===== src/hdl/btbid_pkg.sv =====
/*
 * btbid_pkg: shared constants for the bit-test branch and increment decoder.
 * Holds opcode prefixes, field positions, widths and reset values.
 * Assumes the user compiles it before every other design file.
 */
package btbid_pkg;

	// ==========================================================
	// widths
	localparam int unsigned INSTR_W = 16;
	localparam int unsigned PC_W = 11;
	localparam int unsigned NIB_W = 4;
	localparam int unsigned RADDR_W = 7;
	localparam int unsigned RAM_DEPTH = 128;
	localparam int unsigned BR_COUNT = 5;

	// ==========================================================
	// field positions inside the instruction word
	localparam int unsigned INC_PFX_MSB = 15;
	localparam int unsigned INC_PFX_LSB = 7;
	localparam int unsigned BR_PFX_MSB = 15;
	localparam int unsigned BR_PFX_LSB = 11;
	localparam int unsigned TGT_MSB = 10;
	localparam int unsigned TGT_LSB = 0;
	localparam int unsigned RADDR_MSB = 6;
	localparam int unsigned RADDR_LSB = 0;

	// ==========================================================
	// opcode prefixes
	localparam logic [8:0] OP_INC_MEM = 9'h094;
	localparam logic [4:0] OP_BR_BIT0 = 5'h10;
	localparam logic [4:0] OP_BR_BIT1 = 5'h12;
	localparam logic [4:0] OP_BR_BIT2 = 5'h14;
	localparam logic [4:0] OP_BR_BIT3 = 5'h16;
	// carry prefix 1110 widened to five bits; the added bit is assumed
	localparam logic [4:0] OP_BR_CARRY = 5'h1e;

	// ==========================================================
	// reset values and step constants
	localparam logic [10:0] PC_RESET = 11'h000;
	localparam logic [3:0] NIB_RESET = 4'h0;
	localparam logic FLAG_RESET = 1'b0;
	localparam logic [10:0] PC_STEP = 11'h001;
	localparam logic [4:0] NIB_ONE = 5'h01;

	// decode result of the current word
	typedef enum logic [1:0] {
		BTBID_OP_NONE = 2'b00,
		BTBID_OP_INC = 2'b01,
		BTBID_OP_BRANCH = 2'b10,
		BTBID_OP_OTHER = 2'b11
	} btbid_op_e;

endpackage : btbid_pkg


===== src/hdl/btbid_cond_branch.sv =====
/*
 * btbid_cond_branch: matches one five-bit branch prefix and reports
 * whether the word is this branch and whether its condition holds.
 * Purely combinational; assumes the caller registers the result.
 */
`timescale 1ns/1ps
module btbid_cond_branch #(
	parameter logic [4:0] PREFIX = 5'h10
) (
	input wire logic [15:0] instr_word,
	input wire logic cond_bit,
	output logic hit,
	output logic take
);

	// prefix compare; the target field is not looked at here
	assign hit = (instr_word[btbid_pkg::BR_PFX_MSB:btbid_pkg::BR_PFX_LSB] == PREFIX);
	// jump only when the tested bit is one
	assign take = hit & cond_bit;

endmodule : btbid_cond_branch


===== src/hdl/btbid_core.sv =====
/*
 * btbid_core: executes the memory increment and the five conditional
 * branches (four nibble-bit tests and carry) of a 4-bit core.
 *
 * Assumes instruction words come from program memory logic on clk_sys,
 * one word per pulse of instr_valid (the machine-cycle enable).
 */
// Functional notes
// - increment memory, write memory and nibble, flags
// - decode bit0 branch, prefix 10000, target
// - decode bit1 branch, prefix 10010, one cycle
// - bit1 set loads target, else increment
// - decode bit2 branch, prefix 10100, one cycle
// - bit2 set loads target, else increment
// - decode bit3 branch, prefix 10110, one cycle
// - bit3 set loads target, else increment
// - decode carry branch, prefix 1110 plus bit
// - carry set loads target, else increment
// - seven-bit field selects one data nibble
`timescale 1ns/1ps
module btbid_core (
	input wire logic clk_sys,
	input wire logic reset,
	// program memory side
	input wire logic instr_valid,
	input wire logic [15:0] instr_word,
	output logic [10:0] fetch_addr,
	// writes from the rest of the core, used when no word executes, and a peek read port that is always live
	input wire logic work_nibble_load,
	input wire logic [3:0] work_nibble_load_data,
	input wire logic carry_flag_load,
	input wire logic carry_flag_load_data,
	input wire logic mem_load,
	input wire logic [6:0] mem_load_addr,
	input wire logic [3:0] mem_load_data,
	input wire logic [6:0] mem_peek_addr,
	output logic [3:0] mem_peek_data,
	// architectural state
	output logic [3:0] work_nibble,
	output logic carry_flag,
	output logic zero_flag,
	// one-cycle status pulses for the executed word
	output logic inc_done,
	output logic branch_hit,
	output logic branch_taken,
	output logic other_op
);

	// ==========================================================
	// state registers
	logic [10:0] pc_ff;
	logic [10:0] nxt_pc;
	logic [3:0] work_nibble_ff;
	logic [3:0] nxt_work_nibble;
	logic carry_flag_ff;
	logic nxt_carry_flag;
	logic zero_flag_ff;
	logic nxt_zero_flag;
	logic inc_done_ff;
	logic nxt_inc_done;
	logic branch_hit_ff;
	logic nxt_branch_hit;
	logic branch_taken_ff;
	logic nxt_branch_taken;
	logic other_op_ff;
	logic nxt_other_op;

	// ==========================================================
	// decode wires
	logic [4:0] br_hit;
	logic [4:0] br_take;
	logic [4:0] br_cond;
	logic any_br_hit;
	logic any_br_take;
	logic inc_match;
	btbid_pkg::btbid_op_e op_kind;
	logic [6:0] operand_addr;
	logic [10:0] target;
	logic [3:0] operand_nibble;
	logic [4:0] inc_sum;
	logic ram_wr_en;
	logic [6:0] ram_wr_addr;
	logic [3:0] ram_wr_data;

	// ==========================================================
	// instruction fields
	// operand field indexes
	assign operand_addr = instr_word[btbid_pkg::RADDR_MSB:btbid_pkg::RADDR_LSB];
	assign target = instr_word[btbid_pkg::TGT_MSB:btbid_pkg::TGT_LSB];
	assign inc_match = (instr_word[btbid_pkg::INC_PFX_MSB:btbid_pkg::INC_PFX_LSB]
		== btbid_pkg::OP_INC_MEM);

	// ==========================================================
	// branch matchers
	// the tested conditions, lowest index first: nibble bits 0..3, then carry
	assign br_cond = {carry_flag_ff, work_nibble_ff};

	btbid_cond_branch #(
		.PREFIX(btbid_pkg::OP_BR_BIT0)
	) u_br_bit0 (
		.instr_word(instr_word),
		.cond_bit(br_cond[0]),
		.hit(br_hit[0]),
		.take(br_take[0])
	);

	btbid_cond_branch #(
		.PREFIX(btbid_pkg::OP_BR_BIT1)
	) u_br_bit1 (
		.instr_word(instr_word),
		.cond_bit(br_cond[1]),
		.hit(br_hit[1]),
		.take(br_take[1])
	);

	btbid_cond_branch #(
		.PREFIX(btbid_pkg::OP_BR_BIT2)
	) u_br_bit2 (
		.instr_word(instr_word),
		.cond_bit(br_cond[2]),
		.hit(br_hit[2]),
		.take(br_take[2])
	);

	btbid_cond_branch #(
		.PREFIX(btbid_pkg::OP_BR_BIT3)
	) u_br_bit3 (
		.instr_word(instr_word),
		.cond_bit(br_cond[3]),
		.hit(br_hit[3]),
		.take(br_take[3])
	);

	// carry branch matcher
	// the fifth prefix bit is assumed; change OP_BR_CARRY once confirmed
	btbid_cond_branch #(
		.PREFIX(btbid_pkg::OP_BR_CARRY)
	) u_br_carry (
		.instr_word(instr_word),
		.cond_bit(br_cond[4]),
		.hit(br_hit[4]),
		.take(br_take[4])
	);

	assign any_br_hit = |br_hit;
	assign any_br_take = |br_take;

	// ==========================================================
	// data memory
	// the increment reads and writes the same cell in one cycle
	btbid_data_ram u_ram (
		.clk_sys(clk_sys),
		.reset(reset),
		.rd_addr(operand_addr),
		.rd_data(operand_nibble),
		.rd2_addr(mem_peek_addr),
		.rd2_data(mem_peek_data),
		.wr_en(ram_wr_en),
		.wr_addr(ram_wr_addr),
		.wr_data(ram_wr_data)
	);

	assign inc_sum = {1'b0, operand_nibble} + btbid_pkg::NIB_ONE;

	// ==========================================================
	// classify the word of this machine cycle
	always_comb begin
		if (!instr_valid) begin
			op_kind = btbid_pkg::BTBID_OP_NONE;
		end else if (inc_match) begin
			op_kind = btbid_pkg::BTBID_OP_INC;
		end else if (any_br_hit) begin
			op_kind = btbid_pkg::BTBID_OP_BRANCH;
		end else begin
			op_kind = btbid_pkg::BTBID_OP_OTHER;
		end
	end

	// memory write: an executing increment wins over a side load,
	// since both land on the same port and the word is architectural
	always_comb begin
		ram_wr_en = 1'b0;
		ram_wr_addr = mem_load_addr;
		ram_wr_data = mem_load_data;
		if (op_kind == btbid_pkg::BTBID_OP_INC) begin
			ram_wr_en = 1'b1;
			ram_wr_addr = operand_addr;
			ram_wr_data = inc_sum[3:0];
		end else if (!instr_valid) begin
			ram_wr_en = mem_load;
		end
	end

	// ==========================================================
	// program counter group
	// every case finishes in one machine cycle; no wait states exist
	always_comb begin
		nxt_pc = pc_ff;
		case (op_kind)
			btbid_pkg::BTBID_OP_NONE: begin
				nxt_pc = pc_ff;
			end
			btbid_pkg::BTBID_OP_BRANCH: begin
				if (any_br_take) begin
					nxt_pc = target;
				end else begin
					nxt_pc = pc_ff + btbid_pkg::PC_STEP;
				end
			end
			btbid_pkg::BTBID_OP_INC,
			btbid_pkg::BTBID_OP_OTHER: begin
				nxt_pc = pc_ff + btbid_pkg::PC_STEP;
			end
			default: begin
				nxt_pc = pc_ff;
			end
		endcase
	end

	always_ff @(posedge clk_sys) begin
		if (reset) begin
			pc_ff <= btbid_pkg::PC_RESET;
		end else begin
			pc_ff <= nxt_pc;
		end
	end

	// ==========================================================
	// nibble register and flags group
	always_comb begin
		nxt_work_nibble = work_nibble_ff;
		nxt_carry_flag = carry_flag_ff;
		nxt_zero_flag = zero_flag_ff;
		case (op_kind)
			btbid_pkg::BTBID_OP_INC: begin
				nxt_work_nibble = inc_sum[3:0];
				nxt_carry_flag = inc_sum[4];
				nxt_zero_flag = (inc_sum[3:0] == btbid_pkg::NIB_RESET);
			end
			btbid_pkg::BTBID_OP_NONE: begin
				// side loads only act between executed words
				if (work_nibble_load) begin
					nxt_work_nibble = work_nibble_load_data;
					nxt_zero_flag = (work_nibble_load_data == btbid_pkg::NIB_RESET);
				end
				if (carry_flag_load) begin
					nxt_carry_flag = carry_flag_load_data;
				end
			end
			btbid_pkg::BTBID_OP_BRANCH,
			btbid_pkg::BTBID_OP_OTHER: begin
				// branches leave the nibble and flags untouched
				nxt_work_nibble = work_nibble_ff;
			end
			default: begin
				nxt_work_nibble = work_nibble_ff;
			end
		endcase
	end

	always_ff @(posedge clk_sys) begin
		if (reset) begin
			work_nibble_ff <= btbid_pkg::NIB_RESET;
			carry_flag_ff <= btbid_pkg::FLAG_RESET;
			zero_flag_ff <= btbid_pkg::FLAG_RESET;
		end else begin
			work_nibble_ff <= nxt_work_nibble;
			carry_flag_ff <= nxt_carry_flag;
			zero_flag_ff <= nxt_zero_flag;
		end
	end

	// ==========================================================
	// status pulse group
	// pulses are registered so they line up with the new state
	always_comb begin
		nxt_inc_done = (op_kind == btbid_pkg::BTBID_OP_INC);
		nxt_branch_hit = (op_kind == btbid_pkg::BTBID_OP_BRANCH);
		nxt_branch_taken = (op_kind == btbid_pkg::BTBID_OP_BRANCH) & any_br_take;
		nxt_other_op = (op_kind == btbid_pkg::BTBID_OP_OTHER);
	end

	always_ff @(posedge clk_sys) begin
		if (reset) begin
			inc_done_ff <= 1'b0;
			branch_hit_ff <= 1'b0;
			branch_taken_ff <= 1'b0;
			other_op_ff <= 1'b0;
		end else begin
			inc_done_ff <= nxt_inc_done;
			branch_hit_ff <= nxt_branch_hit;
			branch_taken_ff <= nxt_branch_taken;
			other_op_ff <= nxt_other_op;
		end
	end

	// ==========================================================
	// outputs
	assign fetch_addr = pc_ff;
	assign work_nibble = work_nibble_ff;
	assign carry_flag = carry_flag_ff;
	assign zero_flag = zero_flag_ff;
	assign inc_done = inc_done_ff;
	assign branch_hit = branch_hit_ff;
	assign branch_taken = branch_taken_ff;
	assign other_op = other_op_ff;

endmodule : btbid_core


===== src/hdl/btbid_data_ram.sv =====
/*
 * btbid_data_ram: 128 x 4 data memory built from flip-flops.
 * Asynchronous read by index, one write per clock.
 * Assumes a single clock and a synchronous active-high reset.
 */
`timescale 1ns/1ps
module btbid_data_ram (
	input wire logic clk_sys,
	input wire logic reset,
	input wire logic [6:0] rd_addr,
	output logic [3:0] rd_data,
	input wire logic [6:0] rd2_addr,
	output logic [3:0] rd2_data,
	input wire logic wr_en,
	input wire logic [6:0] wr_addr,
	input wire logic [3:0] wr_data
);

	// ==========================================================
	// storage
	logic [3:0] mem_ff [btbid_pkg::RAM_DEPTH];
	logic [3:0] nxt_mem [btbid_pkg::RAM_DEPTH];

	// read ports see the stored value, not the word being written
	assign rd_data = mem_ff[rd_addr];
	assign rd2_data = mem_ff[rd2_addr];

	// next value: only the addressed cell changes
	always_comb begin
		for (int i = 0; i < btbid_pkg::RAM_DEPTH; i++) begin
			nxt_mem[i] = mem_ff[i];
		end
		if (wr_en) begin
			nxt_mem[wr_addr] = wr_data;
		end
	end

	// reset clears memory so simulation starts from known contents
	always_ff @(posedge clk_sys) begin
		for (int i = 0; i < btbid_pkg::RAM_DEPTH; i++) begin
			if (reset) begin
				mem_ff[i] <= btbid_pkg::NIB_RESET;
			end else begin
				mem_ff[i] <= nxt_mem[i];
			end
		end
	end

endmodule : btbid_data_ram


===== config.mk =====
export PLATFORM = sky130hd
export DESIGN_NAME = btbid_core
export DESIGN_NICKNAME = d
export VERILOG_FILES = /design/src/hdl/btbid_pkg.sv /design/src/hdl/btbid_cond_branch.sv /design/src/hdl/btbid_core.sv /design/src/hdl/btbid_data_ram.sv
export SDC_FILE = /design/constraint.sdc
export NUM_CORES = 1
export LEC_CHECK = 0
export BUFFER_PORTS_ARGS = -buffer_cell sky130_fd_sc_hd__buf_4
export CORE_UTILIZATION = 40
export CTS_CLUSTER_SIZE = 14
export DETAILED_ROUTE_END_ITERATION = 12
export GPL_TIMING_DRIVEN = 0
export PLACE_DENSITY = 0.55
export REMOVE_ABC_BUFFERS = 1
export SKIP_CTS_REPAIR_TIMING = 1
export SLEW_MARGIN = 20
export SYNTH_ARGS = -nofsm -noshare
export SYNTH_HDL_FRONTEND = slang
export SYNTH_SLANG_ARGS = --single-unit

===== constraint.sdc =====
create_clock -name clk_sys -period 4.7 [get_ports clk_sys]
set_input_delay 0.235 -clock clk_sys [delete_from_list [all_inputs] [get_ports clk_sys]]
set_output_delay 0.235 -clock clk_sys [all_outputs]
set_load 0.01 [all_outputs]

==> impl_metrics.toml, run 1 <==
[outcome]
run_status = "finished with violations"
violations = "hold timing"

[synthesis]
ys_dominant_reg_cell = "sky130_fd_sc_hd__dfxtp_1"
synth.top_cells.by_area = "sky130_fd_sc_hd__dfxtp_1 38%, sky130_fd_sc_hd__mux4_2 25%, sky130_fd_sc_hd__nor2_1 5.8%, sky130_fd_sc_hd__mux2i_1 5.5%, sky130_fd_sc_hd__a21oi_1 4.8%"
synthesis.area_mm2 = 0.0278
synth.ff_latch_count = 533
postSynth.asyncResetShare_pct = 0
synth_edf_count = 0
yosys.area.top_type = "sky130_fd_sc_hd__dfxtp_1"
synth_top_area_share_pct = 38.4
synth_cell_type_count = 52
ys.warnings.count = 0
synthesized_area_divided_by_synthesized_cell_count_um2 = 9.84
yosysSeqAreaShare_pct = 38.4
synthesis.instances = 2827

[route]
post-route-drc-count = 0
dr.max_layer_used = "met5"
met2_wirelength_um = 43500
detailroute.wirelength.met3_um = 6800
avgRoutedWirePerCell_um = 25.0
totalWireLength_um = 93200
drt_first_pass_iters = 7
first_iter_violations = 2083
detail-route-antenna-nets = 0
routedLengthMet1_um = 38200
viasPerCell = 6.19
detailroute.via_count = 23000

[global_route]
first_global_vias = 22300
gr-total-overflow = 0
grt_first_pass_wirelength_um = 142000
grt_max_degree = 125
grt_util_all_layers_pct = 26.3
antenna_found_initial = 4

[sta]
period_minus_slack_ns = 4.38
grt_setup_unrepaired = "no"
max_slew.worst_pin.slew_ns = 1.11
maxSlewHeadroom_pct = 25.7
finalSetupViolCount = 0
worst_clock_skew_ns = 0.0274
timing_max_transition_violations_final = 0
clock.fmax_mhz = 228
layout_worst_path_cycle_share_pct = 93.2
finalHoldViolCount = 2
worst_hold_slack_ns = -0.0220

[power_and_ir_drop]
max-vdd-ir-drop_v = 0.000265
power_density_mw_per_mm2 = 318
power.static_leakage_nw = 11.4

[placement]
io_buffer_count = 69
place.detailed.instances = 3605
final_weighted_congestion_of_routability_driven_global_placement = 0.868
place.detailed.hpwl_um = 62300

[critical_path]
critPathMaxStageDelay_ns = 0.85
critPathMostFrequentCell = "sky130_fd_sc_hd__nor2_1"
crit_type = "in2reg"
rr_worst_depth = 12
regToRegSetupSlack_ns = 0.49
crit_chain = "dlygate4sd3_1 > buf_4 > nor4b_1 > nand3_1 > nor2_2 > a21boi_0 > or2_2 > nor2_1 > nand2_1 > mux2i_1 > nor2_1"
critPathLaunchType = "primary input"
crit-reg2reg-capture = "u_ram.mem_ff[26][2]"
critPathMaxFanout = 16
timing.critical_path.arrival_ns = 4.89
r2r-start = "u_ram.mem_ff[119][0]"
worst_path_max_delay_cell = "sky130_fd_sc_hd__nor2_2"
cp_data_required_time_ns = 5.21
critical_path.endpoint_type = "register"

[cells_and_area]
final-instance-count-excl-fill = 3721
n_antenna_cell = 0
num-nets-final = 2793
drive_above_1_share_pct = 20.6
area_growth_syn_to_layout_pct = 14.1

[cts]
clock_tree_root = "sky130_fd_sc_hd__clkbuf_16"
cts_tree = "done"
clkLatencyLatePin_ns = 0.64
number_of_buffers_created_by_cts = 60
clkSinkCount = 533
path_clk_slew_ns = 0.06
clk_path_buf_depth = 3
cts.htree.levels = 2

[worst_hold_path]
min_delay_worst_endpoint = "fetch_addr[10]"
hold_path_startpoint = "instr_word[10]"
min_path_cells = 4
hp-class = "in2reg"

[die]
dieHeight_um = 266
design.die.area_mm2 = 0.0706
initial_utilization_pct = 40.5
io_pins = 70
core_region_area_mm2 = 0.0687
die_width_um = 266
rows = 96

[job]
drv_cap = 0
[flip-flops by register name, indices dropped and copies added (netlist names)]
register / flops
fetch_addr: 11
branch_taken: 1
other_op: 1
carry_flag: 1
zero_flag: 1
work_nibble: 4
branch_hit: 1
u_ram.mem_ff: 512
inc_done: 1
[cells by family (layout without fill, tap and decap cells)]
family | after synthesis | after routing | share of synthesized area [%]
mux | 469 | 469 | 30.9
simple gates | 1076 | 1076 | 17.2
fa+ha+maj | 2 | 2 | 0.0900
xor+xnor | 2 | 2 | 0.0630
compound gates | 466 | 466 | 9.00
flops | 533 | 533 | 38.4
buf+inv | 279 | 242 | 4.41
[synth_stat cells, drive strengths merged (9+ instances only)]
cell type and n:
a21oi 264, a2bb2oi 9, and2 13, and3 9, buf 91, clkbuf 185
dfxtp 533, mux2i 153, mux4 311, nand2 168, nand3 155, nor2 431
nor2b 11, nor3 244, nor3b 14, o21ai 146, o22ai 19
[layout by cell type (no fill, tap or decap), types with 5 or more instances in the layout]
cell	instances
sky130_fd_sc_hd__nor2b_1	8
sky130_fd_sc_hd__nand3b_1	8
sky130_fd_sc_hd__nand2_1	167
sky130_fd_sc_hd__clkbuf_8	18
sky130_fd_sc_hd__o21ai_1	16
sky130_fd_sc_hd__and3_1	9
sky130_fd_sc_hd__buf_8	9
sky130_fd_sc_hd__nand3_1	155
sky130_fd_sc_hd__buf_6	10
sky130_fd_sc_hd__mux2_2	5
sky130_fd_sc_hd__dlygate4sd3_1	10
sky130_fd_sc_hd__mux4_2	311
sky130_fd_sc_hd__nor3_1	244
sky130_fd_sc_hd__buf_4	65
sky130_fd_sc_hd__buf_16	32
sky130_fd_sc_hd__and2_1	10
sky130_fd_sc_hd__buf_12	7
sky130_fd_sc_hd__a2bb2oi_1	9
sky130_fd_sc_hd__o21ai_0	122
sky130_fd_sc_hd__dfxtp_1	533
sky130_fd_sc_hd__a22oi_1	5
sky130_fd_sc_hd__a21oi_1	262
sky130_fd_sc_hd__nor2_1	414
sky130_fd_sc_hd__mux2i_1	153
sky130_fd_sc_hd__clkbuf_1	16
sky130_fd_sc_hd__nor3b_1	14
sky130_fd_sc_hd__o22ai_1	19
sky130_fd_sc_hd__o21ai_2	7
sky130_fd_sc_hd__nor2_2	15
sky130_fd_sc_hd__clkbuf_16	61
sky130_fd_sc_hd__nand2b_1	7
[where the power goes]
part | internal, W | leakage [nW] | switching (W)
Clock | 0.00281 | 0.967 | 0.00195
Sequential | 0.00453 | 4.29 | 0.0000128
Combinational | 0.000284 | 6.17 | 0.000519
[metrics by stage]
| stage | setup TNS [ns] | cell area [µm²] | utilization (%) | total power [W] | setup slack, ns |
|---|---|---|---|---|---|
| after floorplan | -563.95 | 26600 | - | 0.00493 | -2.43 |
| after detailed placement | -23.06 | 29700 | 43.2 | 0.00544 | -0.301 |
| after global routing | 0 | 31700 | 46.2 | 0.0104 | 0.150 |
| after CTS | 0 | 31600 | 46.0 | 0.0102 | 0.352 |
| after global placement | -3543.13 | 28300 | 41.2 | 0.00533 | -8.86 |
| final | 0 | 31700 | 46.2 | 0.0101 | 0.318 |
[critical path, delay by kind of cell]
| kind | cells | cell delay, ns |
|---|---|---|
| AOI/OAI and AO/OA | 1 | 0.49 |
| buffers and inverters | 2 | 0.69 |
| muxes | 1 | 0.26 |
| and+or+nand+nor | 7 | 3.18 |
[layer usage]
| metal | vias up | global-route usage (%) |
|---|---|---|
| met1 | 11500 | 34.8 |
| met3 | 225 | 4.32 |
| met2 | 974 | 42.2 |
| li1 | 10300 | - |
| met5 | - | 0 |
| met4 | 4 | 12.1 |
[cell type report]
class | instances | area (µm²)
Fill cell | 6395 | 37000
Multi-Input combinational cell | 2015 | 16000
Sequential cell | 533 | 10700
Timing Repair Buffer | 133 | 1860
Clock buffer | 95 | 1830
Tap cell | 931 | 1160
Clock inverter | 11 | 143
Inverter | 3 | 16.3
[worst max-delay path by stage]
| stage | slack [ns] | startpoint | cells past startpoint | to |
|---|---|---|---|---|
| after global placement | -8.86 | instr_word[0] | 10 | u_ram.mem_ff[102][2] |
| final | 0.32 | instr_word[8] | 11 | u_ram.mem_ff[92][1] |
| after detailed placement | -0.30 | instr_word[0] | 14 | u_ram.mem_ff[81][2] |
| after CTS | 0.35 | instr_word[0] | 14 | u_ram.mem_ff[25][2] |
| after floorplan | -2.43 | u_ram.mem_ff[127][0] | 9 | u_ram.mem_ff[112][2] |
| after global routing | 0.15 | instr_word[0] | 14 | u_ram.mem_ff[31][2] |
Power figures use the tool's default switching activity.
==> run 2, diff against run 1 <==
Settings changed: CTS_CLUSTER_SIZE 14 to 40.
Clock period 4.7 ns to 4.5 ns, I/O delays scaled along.
==> run 2 against run 1 <==
Against the previous run:
- the run still ends with hold timing left
- global-route usage is 0.060 points lower
- critical endpoint unchanged
- clock power is 4% higher
- sequential cell count stayed put
- largest cell class unchanged
- non-clock buffer count stayed put
- utilization stayed put
- routed wire length is 0.13% lower
- sequential power is 4.6% higher
- final area stayed put
- worst hold slack worse by 0.0089 ns
==> impl_metrics.toml, run 2 (synthesis gave the netlist of run 1 again) <==
[cts]
cts.htree.levels = 2
clock_tree_root = "sky130_fd_sc_hd__clkbuf_16"
cts_tree = "done"
clkSinkCount = 533
number_of_buffers_created_by_cts = 59
clk_path_buf_depth = 3
clkLatencyLatePin_ns = 0.63
path_clk_slew_ns = 0.06

[critical_path]
critPathMaxFanout = 16
rr_worst_depth = 12
startpoint = "instr_word[7]"
critPathLaunchType = "primary input"
crit_type = "in2reg"
regToRegSetupSlack_ns = 0.32
timing.critical_path.arrival_ns = 4.84
worst_setup_path_endpoint = "u_ram.mem_ff[92][1]"
crit-reg2reg-capture = "u_ram.mem_ff[81][2]"
critical_path.endpoint_type = "register"
cp_data_required_time_ns = 5.00
r2r-start = "u_ram.mem_ff[116][0]"

[placement]
place_area_mm2 = 0.0297
io_buffer_count = 69
place.detailed.hpwl_um = 62300
final_weighted_congestion_of_routability_driven_global_placement = 0.868

[cells_and_area]
most-common-layout-cells = "533 x sky130_fd_sc_hd__dfxtp_1, 414 x sky130_fd_sc_hd__nor2_1, 311 x sky130_fd_sc_hd__mux4_2"
num-nets-final = 2792
postLayoutCellArea_mm2 = 0.0317
max_flop_register = "u_ram.mem_ff"
largest_reg_flops = 512
drive_above_1_share_pct = 20.5
final_core_utilization_pct = 46.2
most_common_cell_after_layout_fill_and_taps_aside = "sky130_fd_sc_hd__dfxtp_1"
n_antenna_cell = 0
area_growth_syn_to_layout_pct = 14.1

[sta]
worst_hold_slack_ns = -0.0309
finalHoldViolCount = 2
max_slew.worst_pin.slew_ns = 1.10
setup_tns_ns = 0
maxSlewHeadroom_pct = 26.1
clock.fmax_mhz = 231
worst_clock_skew_ns = 0.0154
timing_max_transition_violations_final = 0
finalSetupViolCount = 0
period_minus_slack_ns = 4.34
grt_setup_unrepaired = "no"
layout_worst_path_cycle_share_pct = 96.4

[global_route]
first_global_vias = 22300
gr-total-overflow = 0
antenna_found_initial = 4
grt_first_pass_wirelength_um = 142000
grt_max_degree = 125
grt_util_all_layers_pct = 26.2

[power_and_ir_drop]
finalPower_w = 0.0105
power.static_leakage_nw = 11.4
power_density_mw_per_mm2 = 332
max-vdd-ir-drop_v = 0.000304

[outcome]
violations = "hold timing"
run_status = "finished with violations"

[die]
rows = 96
initial_utilization_pct = 40.5
design.die.area_mm2 = 0.0706
die_width_um = 266
dieHeight_um = 266
io_pins = 70
core_region_area_mm2 = 0.0687

[route]
detail-route-antenna-nets = 0
viasPerCell = 6.18
post-route-drc-count = 0
detailroute.via_count = 23000
drt_first_pass_iters = 6
first_iter_violations = 2252
avgRoutedWirePerCell_um = 25.0
totalWireLength_um = 93100

[job]
drv_cap = 0

[worst_hold_path]
hp-class = "in2reg"
## run 2: cell types whose count changed in the layout (fill, tap and decap cells not counted), sizes merged
| cell | before | now |
|---|---|---|
| clkbuf | 95 | 96 |
| clkinv | 4 | 6 |
| clkinvlp | 2 | 0 |
| bufinv | 3 | 4 |
| inv | 5 | 3 |
## run 2: worst min path at each step
stage | from | endpoint | slack, ns | depth (start not counted)
finish | instr_word[10] | fetch_addr[10] | -0.03 | 4
global route | instr_word[15] | inc_done | 0.02 | 4
CTS | instr_word[14] | other_op | -0.16 | 3
detailed placement | u_ram.mem_ff[113][2] | u_ram.mem_ff[113][2] | 0.46 | 2
global placement | u_ram.mem_ff[108][3] | u_ram.mem_ff[108][3] | 0.46 | 2
floorplan | reset | u_ram.mem_ff[100][2] | 0.29 | 1
## run 2: per-layer routing
| layer | GRT usage, % | part of all wire (%) | up-vias |
|---|---|---|---|
| met2 | 42.3 | 47 | 935 |
| met1 | 34.8 | 41 | 11600 |
| met4 | 11.2 | 4.5 | 4 |
| li1 | - | - | 10300 |
| met3 | 4.39 | 7.4 | 191 |
| met5 | 0 | 0.024 | - |
## run 2: cell type report
cell class                 instances  area (µm²)
clock buffer                      96        1820
clock inverter                    10         154
fill                            6383       37000
inverter                           3        16.3
multi-input combinational       2015       16000
sequential                       533       10700
tap                              931        1160
timing repair buffer             133        1860
## run 2: stage by stage
stage | hold slack [ns] | setup slack, ns | cells
floorplan | 0.294 | -2.63 | 2551
global placement | 0.456 | -9.05 | 3551
detailed placement | 0.463 | -0.491 | 3605
CTS | -0.160 | 0.169 | 3711
global route | 0.0182 | 0.0291 | 3721
finish | -0.0309 | 0.162 | 3721
## run 2: critical path, stage by stage
cell and delay, ns:
sky130_fd_sc_hd__dlygate4sd3_1 0.54, sky130_fd_sc_hd__buf_4 0.14, sky130_fd_sc_hd__nor4b_1 0.43, sky130_fd_sc_hd__nand3_1 0.39
sky130_fd_sc_hd__nor2_2 0.84, sky130_fd_sc_hd__a21boi_0 0.50, sky130_fd_sc_hd__or2_2 0.45, sky130_fd_sc_hd__nor2_1 0.60
sky130_fd_sc_hd__nand2_1 0.38, sky130_fd_sc_hd__mux2i_1 0.26, sky130_fd_sc_hd__nor2_1 0.06
## run 2: report_power, final
part	internal [W]	total (W)	switching, W	leakage [nW]
clock	0.00296	0.00496	0.00200	0.969
combinational	0.000298	0.000840	0.000543	6.17
sequential	0.00473	0.00475	0.0000131	4.29
